===== src/rtl/barrier_pkg.sv =====
// constants and codes shared by the memory ordering barrier
// Operation
// [RQ1] only uncached or coherent accesses are ordered
// [RQ2] completion: older selected done before younger start
// [RQ3] load done at writeback, store when visible
// [RQ4] completion waits older globally performed
// [RQ5] instruction fetches are never held
// [RQ6] type zero is full completion barrier
// [RQ7] unimplemented nonzero types act as type zero
// [RQ8] ordering: older reach ordering point first
// [RQ9] older external requests performed before younger
// [RQ10] cache and prefetch ops count as accesses
// [RQ11] type field is instruction bits 10 to 6
// [RQ12] code 0x4 orders stores against stores
// [RQ13] code 0x10 orders everything, no completion
// [RQ14] code 0x11 orders loads before all younger
// [RQ15] code 0x12 orders all before younger stores
// [RQ16] code 0x13 orders loads against loads
// [RQ17] other codes vendor or reserved, full barrier
// [RQ18] synchronizable means shared and ordered access type
// [RQ19] load performed when later stores cannot change
// [RQ20] store performed when later loads see it
// [RQ21] globally performed means performed for all agents
// [RQ22] hold younger issue until datapath reports progress
package barrier_pkg;
    localparam int INSTR_W = 32;
    localparam int STYPE_LSB = 6;
    localparam int STYPE_W = 5;
    localparam logic [4:0] STYPE_FULL = 5'h00;
    localparam logic [4:0] STYPE_STORE = 5'h04;
    localparam logic [4:0] STYPE_ALL_ORD = 5'h10;
    localparam logic [4:0] STYPE_ACQUIRE = 5'h11;
    localparam logic [4:0] STYPE_RELEASE = 5'h12;
    localparam logic [4:0] STYPE_LOAD = 5'h13;
    localparam int KIND_W = 3;
    localparam logic [2:0] KIND_LOAD = 3'h0;
    localparam logic [2:0] KIND_STORE = 3'h1;
    localparam logic [2:0] KIND_CACHE = 3'h2;
    localparam logic [2:0] KIND_PREFETCH_OP = 3'h3;
    localparam logic [2:0] KIND_INDEXED_PREFETCH_OP = 3'h4;
    localparam logic [2:0] KIND_FETCH = 3'h5;
    localparam int ATYPE_W = 2;
    localparam logic [1:0] ATYPE_UNCACHED = 2'h0;
    localparam logic [1:0] ATYPE_COHERENT = 2'h1;
    localparam logic [1:0] ATYPE_OTHER = 2'h2;
endpackage


===== src/rtl/access_classify.sv =====
// sorts a younger access into the load and store classes
`timescale 1ns/100ps
`default_nettype none
module access_classify
    import barrier_pkg::*;
(
    input wire logic [barrier_pkg::KIND_W-1:0] kind,
    input wire logic [barrier_pkg::ATYPE_W-1:0] atype,
    input wire logic shared,
    output logic is_ld,
    output logic is_st
);
    wire logic sync_ok;
    wire logic ld_kind;
    wire logic st_kind;
    // [RQ1] [RQ18]
    assign sync_ok = shared & (atype == ATYPE_UNCACHED | atype == ATYPE_COHERENT);
    // cache ops may read and write back, so they count as both
    assign ld_kind = kind == KIND_LOAD | kind == KIND_PREFETCH_OP | kind == KIND_INDEXED_PREFETCH_OP | kind == KIND_CACHE; // [RQ10]
    assign st_kind = kind == KIND_STORE | kind == KIND_CACHE; // [RQ10]
    // fetches fall in neither class and are never held
    assign is_ld = sync_ok & ld_kind; // [RQ5]
    assign is_st = sync_ok & st_kind;
endmodule
`default_nettype wire


===== src/rtl/barrier_decode.sv =====
// decode of the barrier type field into ordering needs
`timescale 1ns/100ps
`default_nettype none
module barrier_decode
    import barrier_pkg::*;
(
    input wire logic [barrier_pkg::INSTR_W-1:0] instr,
    output logic ord_ld,
    output logic ord_st,
    output logic yng_ld,
    output logic yng_st,
    output logic gp_ld,
    output logic gp_st
);
    wire logic [STYPE_W-1:0] stype = instr[STYPE_LSB +: STYPE_W]; // [RQ11]
    always_comb begin
        // every code not listed falls back to a full completion barrier
        ord_ld = 1'b1; // [RQ6] [RQ7] [RQ17]
        ord_st = 1'b1;
        yng_ld = 1'b1;
        yng_st = 1'b1;
        gp_ld = 1'b1;
        gp_st = 1'b1;
        unique case (stype)
            STYPE_STORE: begin // [RQ12]
                ord_ld = 1'b0;
                yng_ld = 1'b0;
                gp_ld = 1'b0;
                gp_st = 1'b0;
            end
            STYPE_ALL_ORD: begin // [RQ13]
                gp_ld = 1'b0;
                gp_st = 1'b0;
            end
            STYPE_ACQUIRE: begin // [RQ14]
                ord_st = 1'b0;
                gp_ld = 1'b0;
                gp_st = 1'b0;
            end
            STYPE_RELEASE: begin // [RQ15]
                yng_ld = 1'b0;
                gp_ld = 1'b0;
                gp_st = 1'b0;
            end
            STYPE_LOAD: begin // [RQ16]
                ord_st = 1'b0;
                yng_st = 1'b0;
                gp_ld = 1'b0;
                gp_st = 1'b0;
            end
            default: begin
            end
        endcase
    end
endmodule
`default_nettype wire


===== src/rtl/memory_ordering_barrier.sv =====
// barrier sequencer in the load/store path
`timescale 1ns/100ps
`default_nettype none
module memory_ordering_barrier
    import barrier_pkg::*;
(
    input wire logic REF_CLK,
    input wire logic RESET,
    input wire logic BAR_VALID,
    input wire logic [barrier_pkg::INSTR_W-1:0] BAR_INSTR,
    input wire logic REQ_VALID,
    input wire logic [barrier_pkg::KIND_W-1:0] REQ_KIND,
    input wire logic [barrier_pkg::ATYPE_W-1:0] REQ_ATYPE,
    input wire logic REQ_SHARED,
    input wire logic OLD_LD_AT_OP,
    input wire logic OLD_ST_AT_OP,
    input wire logic OLD_LD_GP,
    input wire logic OLD_ST_GP,
    input wire logic OLD_EXT_SENT,
    output logic BAR_BUSY,
    output logic BAR_DONE,
    output logic ISSUE_GRANT,
    output logic HOLD_LOADS,
    output logic HOLD_STORES
);
    // ------------------------------------------------------------
    // decode and classify
    // ------------------------------------------------------------
    typedef enum logic [0:0] {S_IDLE, S_WAIT} state_e;

    state_e state_reg;
    state_e state_next;
    logic d_ord_ld;
    logic d_ord_st;
    logic d_yng_ld;
    logic d_yng_st;
    logic d_gp_ld;
    logic d_gp_st;
    logic req_ld;
    logic req_st;
    logic ord_ld_reg;
    logic ord_st_reg;
    logic yng_ld_reg;
    logic yng_st_reg;
    logic gp_ld_reg;
    logic gp_st_reg;
    logic done_reg;
    logic grant_reg;
    logic hold_ld_reg;
    logic hold_st_reg;
    // busy has a flop of its own so the pin is never a decode of state bits
    logic busy_reg;

    barrier_decode u_decode (
        .instr(BAR_INSTR),
        .ord_ld(d_ord_ld),
        .ord_st(d_ord_st),
        .yng_ld(d_yng_ld),
        .yng_st(d_yng_st),
        .gp_ld(d_gp_ld),
        .gp_st(d_gp_st)
    );

    access_classify u_classify (
        .kind(REQ_KIND),
        .atype(REQ_ATYPE),
        .shared(REQ_SHARED),
        .is_ld(req_ld),
        .is_st(req_st)
    );

    // ------------------------------------------------------------
    // completion condition
    // ------------------------------------------------------------
    wire logic take;
    wire logic waiting;
    wire logic ordering;
    wire logic ld_ok;
    wire logic st_ok;
    wire logic ext_ok;
    wire logic met;

    // a barrier arriving while busy is ignored; one at a time
    assign take = BAR_VALID & (state_reg == S_IDLE);
    assign waiting = state_reg == S_WAIT;
    assign ordering = ~gp_ld_reg & ~gp_st_reg;
    // load done means result written, store done means visible to all
    assign ld_ok = (~ord_ld_reg | OLD_LD_AT_OP) & (~gp_ld_reg | OLD_LD_GP); // [RQ3] [RQ8] [RQ19]
    assign st_ok = (~ord_st_reg | OLD_ST_AT_OP) & (~gp_st_reg | OLD_ST_GP); // [RQ3] [RQ20] [RQ21]
    // in-order hand-off keeps older external requests performed first
    assign ext_ok = ~ordering | OLD_EXT_SENT; // [RQ9]
    assign met = ld_ok & st_ok & ext_ok; // [RQ2] [RQ4]

    // ------------------------------------------------------------
    // younger issue gating
    // ------------------------------------------------------------
    wire logic hold_ld_now;
    wire logic hold_st_now;
    wire logic grant_next;
    wire logic hold_ld_next;
    wire logic hold_st_next;

    // same-cycle barrier is older than the request beside it
    assign hold_ld_now = (waiting & yng_ld_reg) | (take & d_yng_ld); // [RQ22]
    assign hold_st_now = (waiting & yng_st_reg) | (take & d_yng_st); // [RQ22]
    // fetches and non-synchronizable accesses pass straight through
    assign grant_next = REQ_VALID & ~(req_ld & hold_ld_now) & ~(req_st & hold_st_now); // [RQ5] [RQ1]
    assign hold_ld_next = state_next == S_WAIT & (take ? d_yng_ld : yng_ld_reg);
    assign hold_st_next = state_next == S_WAIT & (take ? d_yng_st : yng_st_reg);

    always_comb begin
        state_next = state_reg;
        unique case (state_reg)
            S_IDLE: begin
                if (BAR_VALID) begin
                    state_next = S_WAIT;
                end
            end
            S_WAIT: begin
                if (met) begin
                    state_next = S_IDLE;
                end
            end
        endcase
    end

    // ------------------------------------------------------------
    // registers
    // ------------------------------------------------------------
    always_ff @(posedge REF_CLK) begin
        if (RESET) begin
            state_reg <= S_IDLE;
            done_reg <= 1'b0;
            grant_reg <= 1'b0;
            hold_ld_reg <= 1'b0;
            hold_st_reg <= 1'b0;
            busy_reg <= 1'b0;
        end else begin
            state_reg <= state_next;
            done_reg <= waiting & met;
            grant_reg <= grant_next;
            hold_ld_reg <= hold_ld_next;
            hold_st_reg <= hold_st_next;
            busy_reg <= state_next == S_WAIT; // [RQ2]
        end
    end

    always_ff @(posedge REF_CLK) begin
        if (RESET) begin
            ord_ld_reg <= 1'b0;
            ord_st_reg <= 1'b0;
            yng_ld_reg <= 1'b0;
            yng_st_reg <= 1'b0;
            gp_ld_reg <= 1'b0;
            gp_st_reg <= 1'b0;
        end else if (take) begin
            ord_ld_reg <= d_ord_ld;
            ord_st_reg <= d_ord_st;
            yng_ld_reg <= d_yng_ld;
            yng_st_reg <= d_yng_st;
            gp_ld_reg <= d_gp_ld;
            gp_st_reg <= d_gp_st;
        end
    end

    assign BAR_BUSY = busy_reg;
    assign BAR_DONE = done_reg;
    assign ISSUE_GRANT = grant_reg;
    assign HOLD_LOADS = hold_ld_reg;
    assign HOLD_STORES = hold_st_reg;

    // ------------------------------------------------------------
    // assertions
    // ------------------------------------------------------------
    wire logic [STYPE_W-1:0] st_in = BAR_INSTR[STYPE_LSB +: STYPE_W];
endmodule
`default_nettype wire


===== config.mk =====
export PLATFORM = sky130hd
export DESIGN_NAME = memory_ordering_barrier
export DESIGN_NICKNAME = d
export VERILOG_FILES = /design/src/rtl/barrier_pkg.sv /design/src/rtl/access_classify.sv /design/src/rtl/barrier_decode.sv /design/src/rtl/memory_ordering_barrier.sv
export SDC_FILE = /design/constraint.sdc
export NUM_CORES = 1
export LEC_CHECK = 0
export BUFFER_PORTS_ARGS = -buffer_cell sky130_fd_sc_hd__buf_2
export CORE_AREA = 8 8 48 50
export DETAILED_ROUTE_END_ITERATION = 7
export DIE_AREA = 0 0 56 58
export HOLD_SLACK_MARGIN = 0.02
export MAX_ROUTING_LAYER = met4
export PLACE_DENSITY = 0.83
export RECOVER_POWER = 100
export SLEW_MARGIN = 5
export SYNTH_ARGS = -nofsm -noshare
export SYNTH_HDL_FRONTEND = slang
export SYNTH_SLANG_ARGS = --single-unit

===== constraint.sdc =====
create_clock -name REF_CLK -period 2.8 [get_ports REF_CLK]
set_input_delay 0.56 -clock REF_CLK [delete_from_list [all_inputs] [get_ports REF_CLK]]
set_output_delay 0.56 -clock REF_CLK [all_outputs]
set_load 0.01 [all_outputs]

Word level (Yosys, flattened, before mapping)
Index checks and enable logic that the tools add are counted.
Widths: inputs -> output; s select.
- register bits: 10
- bits of input ports: 47
- output and inout port bits: 5
- word-level logic and storage cells: 72
- equal/unequal tests: 10
- mux-type cells: 10
- bitwise logic cells: 37
- reduce and logical (&&, ||, !) cells: 5
- operator list (kind ; count):
    $eq 5x5->1 const B ; 4
    $and 1x1->1 ; 19
    $or 1x1->1 ; 12
    $mux 1 ; 9
    $eq 3x2->1 const B ; 2
    $not 1->1 ; 6
    $eq 5x3->1 const B ; 1
    $reduce_or 5->1 ; 1
    $reduce_or 2->1 ; 2
    $eq 3x1->1 const B ; 1
    $eq 3x3->1 const B ; 1
    $logic_not 3->1 ; 1
    $eq 2x1->1 const B ; 1
    $logic_not 2->1 ; 1
    $pmux 1 s2 ; 1

Longest topological paths before layout
Gate-level depths: netlist of the first run.
- word-level depth: 9
- depth in mapped cells: 5
- mapped depth without buffers: 4

By module
Synthesis of the first run repeated with hierarchy kept, for this count alone.
- cells, all modules: 71
- area total of the unflattened synthesis: 605.6 sq um
- modules (own cells, without submodules) (module ; instances ; cells each ; area an instance (sq um) ; seq. area each (sq um)):
    memory_ordering_barrier ; 1 ; 55 ; 496.7 ; 220.2
    barrier_decode ; 1 ; 11 ; 75.1 ; 0.0
    access_classify ; 1 ; 5 ; 33.8 ; 0.0

Least setup slack after synthesis of the first run
OpenSTA, ideal clock, no wires.
- path type: input to register
- start point: input BAR_VALID
- end point: register grant_reg (netlist: ISSUE_GRANT)
- library setup time: 134 ps
- data arrival time: 1321 ps
- data required time: 2666 ps
- setup slack: 1345 ps
- stages: 5
- path buffers: 1
- cell sequence: nand2b_4 > buf_6 > a41o_4 > a2111oi_4 > a2111oi_2
- word-level cells in the longest chain between the ends: 7
- elaborated cells between the ends (all ways): 11
- classes of those cells: bitwise: 11
- RTL lines (element ; RTL line ; source):
    start, declared ; memory_ordering_barrier.sv:9 ; input wire logic BAR_VALID,
    $and 1x1->1 (*) ; memory_ordering_barrier.sv:84 ; assign take = BAR_VALID & (state_reg == S_IDLE);
    $and 1x1->1 ; memory_ordering_barrier.sv:104 ; assign hold_ld_now = (waiting & yng_ld_reg) | (take & d_yng_ld);
    $or 1x1->1 ; memory_ordering_barrier.sv:104 ;
    $and 1x1->1 ; memory_ordering_barrier.sv:107 ; assign grant_next = REQ_VALID & ~(req_ld & hold_ld_now) & ~(req_st & hold_st_now);
    $not 1->1 ; memory_ordering_barrier.sv:107 ;
    $and 1x1->1 ; memory_ordering_barrier.sv:107 ;
    $and 1x1->1 (*) ; memory_ordering_barrier.sv:107 ;
    end signal, assigned ; memory_ordering_barrier.sv:141 ; grant_reg <= grant_next;
    end, declared ; memory_ordering_barrier.sv:48 ; logic grant_reg;
Every way passes the cells marked *; elsewhere a longest branch is shown, timed or not.
A chain may end at the register's enable or synchronous reset.

Final worst setup path of the first run
- start point: input BAR_INSTR[10] in the netlist's numbering
- end point: register grant_reg (netlist: ISSUE_GRANT)
- word-level cells in the longest chain between the ends: 9
- elaborated cells between the ends (all ways): 16
- classes of those cells: eq/ne: 3; mux: 2; bitwise: 10; reduce/logical: 1
- RTL lines (element ; RTL line ; source):
    start, declared ; memory_ordering_barrier.sv:10 ; input wire logic [barrier_pkg::INSTR_W-1:0] BAR_INSTR,
    $eq 5x3->1 / $eq 5x5->1 (equally long branches) ; barrier_decode.sv:24 ; unique case (stype)
    $reduce_or 2->1 (no source line) ; - ;
    $mux 1 ; barrier_decode.sv:24 ;
    $and 1x1->1 ; memory_ordering_barrier.sv:104 ;
    $or 1x1->1 ; memory_ordering_barrier.sv:104 ;
    $and 1x1->1 ; memory_ordering_barrier.sv:107 ;
    $not 1->1 ; memory_ordering_barrier.sv:107 ;
    $and 1x1->1 ; memory_ordering_barrier.sv:107 ;
    $and 1x1->1 (*) ; memory_ordering_barrier.sv:107 ;
Marked as above.

==> results.yml, run 1 <==
status:
  status: "finished, final reports clean"
setup_path:
  path_max_fanout: 5
  worstPathArrival_ns: 1.70
  rr_worst_depth: 4
  required_ns: 2.95
  worstSetupPathDepth: 5
  endpoint_kind: "register"
  start_kind: "input pin"
  critPathMaxStageDelay_ns: 0.37
  crit_type: "in -> reg"
  path_cells: "clkbuf_1, nor3b_1, a21oi_1, a21o_1, a2111oi_0"
  crit_family: "compound AO/OA/AOI/OAI gates"
  slowest_stage: "nor3b_1"
  path_buf_inv: 1
route:
  via_count: 473
  wl_um: 1230
  wl_per_cell_um: 13.0
  drcViolationCount: 0
  drtIter0Drc: 9
  viasPerCell: 4.98
  dr.pass1.iters: 4
  ant_nets: 0
synthesis:
  ys_warn_count: 0
  synth_cells: 54
  ys_ff_latch: 10
  ys_types: 27
  synthesis.nets: 101
  ys_seq_area_frac: 0.389
  syn_area_um2: 514
  syn_area_per_cell_um2: 9.52
timing:
  post-route-period-util: 0.554
  worst_pin_slew_ns: 0.380
  slew_headroom: 0.744
  fmax_mhz: 644
  min_period_ns: 1.55
  slew_viol_final: 0
  final_hold_viol_count: 0
  fin_skew_ns: 0.00855
  rsz0062_at_grt: "false"
  setup_tns_ns: 0
  setup_viol: 0
cells_and_area:
  layout_common_cells: "16 x buf_2, 10 x dfxtp_1, 7 x nor2_1, 7 x clkbuf_1, 5 x a21oi_1"
  nNetsFinal: 127
  final_cell_count_no_fill: 95
  fill_cells: 172
  synthToLayoutAreaGrowth_pct: 23.8
  drive_gt1_frac: 0.282
  layout_commonest_cell: "buf_2"
  diodes: 0
floorplanning:
  die_y_um: 58
  die_width_um: 56
  num_rows: 15
  fp.dieArea_um2: 3250
  start_util: 0.319
  fp.coreArea_um2: 1610
  io_pins: 52
hold_path:
  holdPathStages: 2
  hp-class: "reg -> reg"
grt:
  grt_max_degree: 10
  first_global_vias: 460
  antenna_found_initial: 0
  grtUsageTotal: 0.0773
  grt_first_pass_wirelength_um: 1980
  overflow: 0
place:
  port_buffers: 23
  routabilityCongestion: 0.794
  dp_hpwl_um: 996
  dp.cells: 92
clock_tree:
  clkTransAtPathRegs_ns: 0.07
  numCtsBuffers: 3
  ctsHoldBuffers: 0
  cts_resized: 0
  tritoncts: "done"
  htreeDepth: 1
  clkSinkCount: 10
  cts-root-buf: "clkbuf_4"
  post-cts-setup-buffers: 0
  clkLatencyLatePin_ns: 0.26
  cts_buffer_depth: 2
run:
  max-cap-violations: 0
power_and_ir_drop:
  vdd_drop_max_mv: 0.178
  power_uw: 321
  p_leak_uw: 0.000258
  power_density_nw_per_um2: 504
## cells by family after synthesis
| logic type | after synthesis | synth area share |
|---|---|---|
| AOI/OAI and AO/OA | 15 | 0.277 |
| xor gates and xnor gates | 1 | 0.0170 |
| and+or+nand+nor | 24 | 0.272 |
| buffers and inverters | 4 | 0.0438 |
| DFF | 10 | 0.389 |
## worst reg2reg max path, cell delays in order, from the launching register on
cell and delay [ns]:
dfxtp_1 0.41, nand2b_4 0.21, o21ai_0 0.10, a21o_1 0.16, a2111oi_0 0.33
## cells in the mapped netlist, drive strengths merged
library cell   n  area [um2]
a2111oi        2        42.5
and2b          1        8.76
o21ai          1        5.00
a211oi         1        7.51
a41o           1        21.3
inv            2        7.51
nor3b          2        20.0
nor4           2        12.5
a311oi         1        8.76
buf            1        11.3
nand2b         3        26.3
nand3          1        5.00
nor2           7        26.3
nand2          3        11.3
dfxtp         10         200
a21oi          5        25.0
clkbuf         1        3.75
a221o          1        10.0
nor2b          4        25.0
a21o           1        7.51
nor3           1        5.00
xnor2          1        8.76
a31oi          1        6.26
a221oi         1        8.76
## routing by layer
metal,track usage,up-vias,part of all wire
li1,-,247,-
met1,0.0832,195,0.45
met5,-,-,0
met2,0.120,27,0.45
met4,0.0447,0,0.025
met3,0.0284,4,0.074
## metrics by stage
step           area (um2)  hold slack (ns)  setup slack (ns)   util
6_report              637            0.474              1.25  0.395
3_5_place_dp          636            0.461              1.14  0.394
4_1_cts               658            0.471              1.39  0.408
5_1_grt               637            0.484              1.08  0.395
3_3_place_gp          636            0.462              1.20  0.394
2_1_floorplan         514            0.448              1.34      -
## power breakdown
part | switching, uW | internal, uW
Combinational | 34.8 | 30.7
Clock | 47.0 | 49.5
Sequential | 5.88 | 153
## final timing paths
kind,startpoint,end,slack (ns)
worst max-delay path,BAR_INSTR[10],ISSUE_GRANT$_SDFF_PP0_,1.25
worst min-delay path,yng_st_reg$_SDFF_PP0_,yng_st_reg$_SDFF_PP0_,0.47
worst max register to register,BAR_BUSY$_SDFF_PP0_,ISSUE_GRANT$_SDFF_PP0_,1.49
worst min register to register,yng_st_reg$_SDFF_PP0_,yng_st_reg$_SDFF_PP0_,0.47
## layout make-up
class | instances | area, um2 | share of cell area
tap | 17 | 21.3 | 0.0334
multi-input combinational | 40 | 279 | 0.438
sequential | 10 | 200 | 0.314
inverter | 2 | 7.51 | 0.0118
timing repair buffer | 23 | 106 | 0.167
clock buffer | 3 | 22.5 | 0.0354
Note: power is estimated with default switching activity, not from simulation.
==> run 2: changes to the inputs <==
--- a/config.mk
+++ b/config.mk
@@ -6,12 +6,12 @@
 export NUM_CORES = 1
 export LEC_CHECK = 0
 export BUFFER_PORTS_ARGS = -buffer_cell sky130_fd_sc_hd__buf_2
-export CORE_AREA = 8 8 48 50
+export CORE_AREA = 8 8 51 53
 export DETAILED_ROUTE_END_ITERATION = 7
-export DIE_AREA = 0 0 56 58
+export DIE_AREA = 0 0 59 61
 export HOLD_SLACK_MARGIN = 0.02
 export MAX_ROUTING_LAYER = met4
-export PLACE_DENSITY = 0.83
+export PLACE_DENSITY = 0.77
 export RECOVER_POWER = 100
 export SLEW_MARGIN = 5
 export SYNTH_ARGS = -nofsm -noshare
==> constraint.sdc (replaced) <==
create_clock -name REF_CLK -period 1.3 [get_ports REF_CLK]
set_input_delay 0.26 -clock REF_CLK [delete_from_list [all_inputs] [get_ports REF_CLK]]
set_output_delay 0.26 -clock REF_CLK [all_outputs]
set_load 0.01 [all_outputs]
==> run 2 against run 1 <==
Highest routed layer is now met3. Non-clock buffer count increased by 3. Largest cell class unchanged. Critical path depth decreased by 1. Combinational power increased by 140%.
==> results.yml, run 2 (synthesis gave the netlist of run 1 again) <==
setup_path:
  critPathMaxStageDelay_ns: 0.35
  r2r-start: "BAR_BUSY$_SDFF_PP0_"
  crit_start: "BAR_BUSY$_SDFF_PP0_"
  crit_family: "compound AO/OA/AOI/OAI gates"
  required_ns: 1.45
  rr_endpoint: "ISSUE_GRANT$_SDFF_PP0_"
  rr_worst_depth: 4
  r2r_slack_ns: 0.05
  path_max_fanout: 7
  path_cells: "nand2b_4, a41o_4, a2111oi_4, a2111oi_2"
  slowest_stage: "dfxtp_2"
  start_kind: "register"
  crit_type: "reg -> reg"
  worstPathArrival_ns: 1.40
  endpoint_kind: "register"
  path_buf_inv: 0
route:
  drtIter0Drc: 4
  wl_um: 1370
  wl_per_cell_um: 12.5
  via_count: 488
  viasPerCell: 4.48
  dr.pass1.iters: 6
  drcViolationCount: 0
  ant_nets: 0
floorplanning:
  start_util: 0.279
  num_rows: 16
  fp.dieArea_um2: 3600
  die_width_um: 59
  die_y_um: 61
  fp.coreArea_um2: 1840
  io_pins: 52
clock_tree:
  cts-root-buf: "clkbuf_4"
  cts_buffer_depth: 2
  tritoncts: "done"
  ctsHoldBuffers: 0
  clkLatencyLatePin_ns: 0.26
  clkSinkCount: 10
  htreeDepth: 1
  numCtsBuffers: 3
  clkTransAtPathRegs_ns: 0.07
timing:
  slew_viol_final: 0
  worst_slack_ns: 0.0503
  rsz0062_at_grt: "true"
  slew_headroom: 0.690
  worst_pin_slew_ns: 0.461
  fin_skew_ns: 0.00105
  final_hold_viol_count: 0
  min_period_ns: 1.25
  setup_tns_ns: 0
  post-route-period-util: 0.961
  setup_viol: 0
  fmax_mhz: 800
power_and_ir_drop:
  power_density_nw_per_um2: 1120
  power_uw: 789
  vdd_drop_max_mv: 0.395
  p_leak_uw: 0.000293
grt:
  grt_max_degree: 10
  first_global_vias: 542
  antenna_found_initial: 0
  grtUsageTotal: 0.0881
  grt_first_pass_wirelength_um: 2340
  overflow: 0
run:
  max-cap-violations: 0
cells_and_area:
  layout_common_cells: "19 x buf_2, 9 x dfxtp_1, 7 x nor2_1"
  final_cell_count_no_fill: 109
  diodes: 0
  fill_cells: 214
  nNetsFinal: 130
  synthToLayoutAreaGrowth_pct: 37.5
  drive_gt1_frac: 0.415
  layout_commonest_cell: "buf_2"
place:
  port_buffers: 23
  dp_hpwl_um: 1070
  dp.cells: 105
  pre_cts_slack_ns: 0.0117
  routabilityCongestion: 0.742
hold_path:
  hp-class: "in -> reg"
  holdPathStages: 3
  min_from: "REQ_VALID"
  holdPathEnd: "ISSUE_GRANT$_SDFF_PP0_"
status:
  status: "finished, final reports clean"
[run 2: cell types whose count changed in the layout (fill, tap and decap cells not counted), sizes merged]
cell / change
buf: +6
clkbuf: -2
[run 2: layout make-up]
type / instances / area [um2] / share of cell area
clock buffer: 4 / 36.3 / 0.0513
inverter: 2 / 7.51 / 0.0106
multi-input combinational: 40 / 295 / 0.418
sequential: 10 / 201 / 0.285
tap: 27 / 33.8 / 0.0478
timing repair buffer: 26 / 133 / 0.188
[run 2: worst register-to-register path: stages, from the launching register on]
cell and delay [ns]:
dfxtp_2 0.35, nand2b_4 0.16, a41o_4 0.25, a2111oi_4 0.30
a2111oi_2 0.06
[run 2: worst max-delay path by stage]
stage | end | slack (ns) | depth (start not counted)
floorplan | ISSUE_GRANT$_SDFF_PP0_ | -0.006 | 5
detailed placement | ISSUE_GRANT$_SDFF_PP0_ | 0.01 | 5
CTS | HOLD_LOADS$_SDFF_PP0_ | 0.01 | 4
global placement | ISSUE_GRANT$_SDFF_PP0_ | 0.03 | 5
global route | ISSUE_GRANT$_SDFF_PP0_ | -0.03 | 4
finish | ISSUE_GRANT$_SDFF_PP0_ | 0.05 | 4
[run 2: through the flow]
stage | cell area (um2) | hold slack [ns] | utilization
2_1_floorplan | 515 | 0.401 | -
3_3_place_gp | 672 | 0.462 | 0.365
3_5_place_dp | 672 | 0.492 | 0.365
4_1_cts | 708 | 0.219 | 0.385
5_1_grt | 707 | 0.237 | 0.384
6_report | 707 | 0.230 | 0.384
[run 2: power by group]
group	total (uW)	internal [uW]	switching [uW]	leakage, uW
clock network	285	170	115	0.0000210
registers	344	331	13.7	0.0000831
logic	160	78.0	81.8	0.000188
[run 2: repair_timing]
action | CTS | global route
endpoints found under the hold margin | 0 | 0
gates resized for setup | 0 | 1
setup buffers | 0 | 0
endpoints found under the setup margin | 0 | 4
[run 2: routing by layer]
layer / up-vias / wire [um] / GRT usage
met5: - / 0 / -
met4: 0 / 0 / 0.0512
met3: 0 / 86 / 0.0360
met2: 17 / 681 / 0.150
met1: 220 / 598 / 0.0833
li1: 251 / - / -
==> run 3: changes to the inputs <==
--- a/config.mk
+++ b/config.mk
@@ -6,12 +6,12 @@
 export NUM_CORES = 1
 export LEC_CHECK = 0
 export BUFFER_PORTS_ARGS = -buffer_cell sky130_fd_sc_hd__buf_2
-export CORE_AREA = 8 8 51 53
+export CORE_AREA = 8 8 48 50
 export DETAILED_ROUTE_END_ITERATION = 7
-export DIE_AREA = 0 0 59 61
+export DIE_AREA = 0 0 56 58
 export HOLD_SLACK_MARGIN = 0.02
 export MAX_ROUTING_LAYER = met4
-export PLACE_DENSITY = 0.77
+export PLACE_DENSITY = 0.83
 export RECOVER_POWER = 100
 export SLEW_MARGIN = 5
 export SYNTH_ARGS = -nofsm -noshare
==> constraint.sdc (replaced) <==
create_clock -name REF_CLK -period 1.49 [get_ports REF_CLK]
set_input_delay 0.298 -clock REF_CLK [delete_from_list [all_inputs] [get_ports REF_CLK]]
set_output_delay 0.298 -clock REF_CLK [all_outputs]
set_load 0.01 [all_outputs]
==> run 3 against run 2 <==
Register-to-register slack better by 0.12 ns. Non-clock buffer count decreased by 3. Combinational power fell by 23%. Final area decreased by 9.4%. Clock skew increased by 0.0068 ns. Cell count down 13%. Clock-buffer cell count is 1 lower. Die area fell by 9.8%. Sequential power shrank 13%. Utilization grew 1.3 points. Clock power fell by 36%. First-iteration DRC count unchanged. Critical path type unchanged. Critical endpoint unchanged. Largest cell class unchanged.
==> results.yml, run 3 (synthesis gave the netlist of run 1 again) <==
cells_and_area:
  diodes: 0
  nNetsFinal: 127
  regArea_um2: 200
  finish.utilization: 0.397
  multi_input_area_um2: 280
  fill_cells: 170
  drive_gt1_frac: 0.333
  layout_commonest_cell: "buf_2"
  final_cell_count_no_fill: 95
  layout_common_cells: "18 x buf_2, 10 x dfxtp_1, 7 x nor2_1"
  synthToLayoutAreaGrowth_pct: 24.6
place:
  pre_cts_slack_ns: 0.0896
  routabilityCongestion: 0.794
  dp_hpwl_um: 996
  port_buffers: 23
  dp.cells: 92
route:
  wl_per_cell_um: 12.7
  drtIter0Drc: 4
  drcViolationCount: 0
  dr.pass1.iters: 2
  wl_um: 1210
  viasPerCell: 4.89
  ant_nets: 0
  via_count: 465
grt:
  grtUsageTotal: 0.0773
  grt_max_degree: 10
  overflow: 0
  antenna_found_initial: 0
  first_global_vias: 460
  grt_first_pass_wirelength_um: 1980
floorplanning:
  num_rows: 15
  die_width_um: 56
  fp.coreArea_um2: 1610
  io_pins: 52
  start_util: 0.319
  fp.dieArea_um2: 3250
  die_y_um: 58
clock_tree:
  cts_resized: 0
  cts-root-buf: "clkbuf_4"
  numCtsBuffers: 3
  clkTransAtPathRegs_ns: 0.07
  ctsHoldBuffers: 0
  htreeDepth: 1
  clkLatencyLatePin_ns: 0.27
  clkSinkCount: 10
  tritoncts: "done"
  post-cts-setup-buffers: 0
  cts_buffer_depth: 2
setup_path:
  crit_type: "reg -> reg"
  endpoint_kind: "register"
  slowest_stage: "dfxtp_1"
  path_cells: "nand2b_4, a41o_2, a2111oi_4, a2111oi_2"
  worstPathArrival_ns: 1.46
  path_max_fanout: 8
  required_ns: 1.64
  start_kind: "register"
  critPathMaxStageDelay_ns: 0.35
power_and_ir_drop:
  power_density_nw_per_um2: 946
  power_uw: 606
  vdd_drop_max_mv: 0.341
  p_leak_uw: 0.000266
timing:
  slew_viol_final: 0
  setup_tns_ns: 0
  post-route-period-util: 0.884
  rsz0062_at_grt: "false"
  worst_pin_slew_ns: 0.388
  slew_headroom: 0.739
  fin_skew_ns: 0.00786
  final_hold_viol_count: 0
  min_period_ns: 1.32
  fmax_mhz: 759
  setup_viol: 0
  worst_slack_ns: 0.173
status:
  status: "finished, final reports clean"
hold_path:
  hp-class: "in -> reg"
run:
  max-cap-violations: 0
[run 3: cell types whose count changed in the layout (fill, tap and decap cells not counted), sizes merged]
cell / previous run / this run
buf: 22 / 18
[run 3: per-layer routing]
| layer | vias to the layer above | routed length (um) | part of all wire | GRT usage |
|---|---|---|---|---|
| li1 | 247 | - | - | - |
| met1 | 199 | 534 | 0.44 | 0.0832 |
| met2 | 17 | 574 | 0.47 | 0.120 |
| met3 | 2 | 81 | 0.067 | 0.0284 |
| met4 | 0 | 19 | 0.016 | 0.0447 |
| met5 | - | 0 | 0 | - |
[run 3: path summary, 6_finish.rpt]
kind / slack [ns] / startpoint / depth (start not counted) / endpoint
worst min-delay path: 0.26 / REQ_VALID / 3 / ISSUE_GRANT$_SDFF_PP0_
worst max register to register: 0.17 / BAR_BUSY$_SDFF_PP0_ / 4 / ISSUE_GRANT$_SDFF_PP0_
worst max-delay path: 0.17 / BAR_BUSY$_SDFF_PP0_ / 4 / ISSUE_GRANT$_SDFF_PP0_
worst min register to register: 0.47 / yng_st_reg$_SDFF_PP0_ / 2 / yng_st_reg$_SDFF_PP0_
[run 3: power breakdown]
| part | internal [uW] | switching (uW) |
|---|---|---|
| combinational | 58.1 | 65.6 |
| clock | 93.2 | 89.8 |
| sequential | 288 | 11.0 |
| total | 439 | 166 |
[run 3: cell type report]
type | count | area share
sequential | 10 | 0.313
timing repair buffer | 23 | 0.170
multi-input combinational | 40 | 0.438
tap | 17 | 0.0332
inverter | 2 | 0.0117
clock buffer | 3 | 0.0352
[run 3: stage by stage]
stage / area (um2) / hold slack [ns]
floorplan: 514 / 0.428
global placement: 636 / 0.462
detailed placement: 636 / 0.461
CTS: 658 / 0.253
global route: 641 / 0.273
finish: 641 / 0.256
[run 3: critical path, delay by kind of cell (launching register included)]
| kind | cells | cell delay, ns |
|---|---|---|
| flip-flops | 1 | 0.35 |
| AND/OR/NAND/NOR | 1 | 0.19 |
| AO/OA/AOI/OAI | 3 | 0.66 |
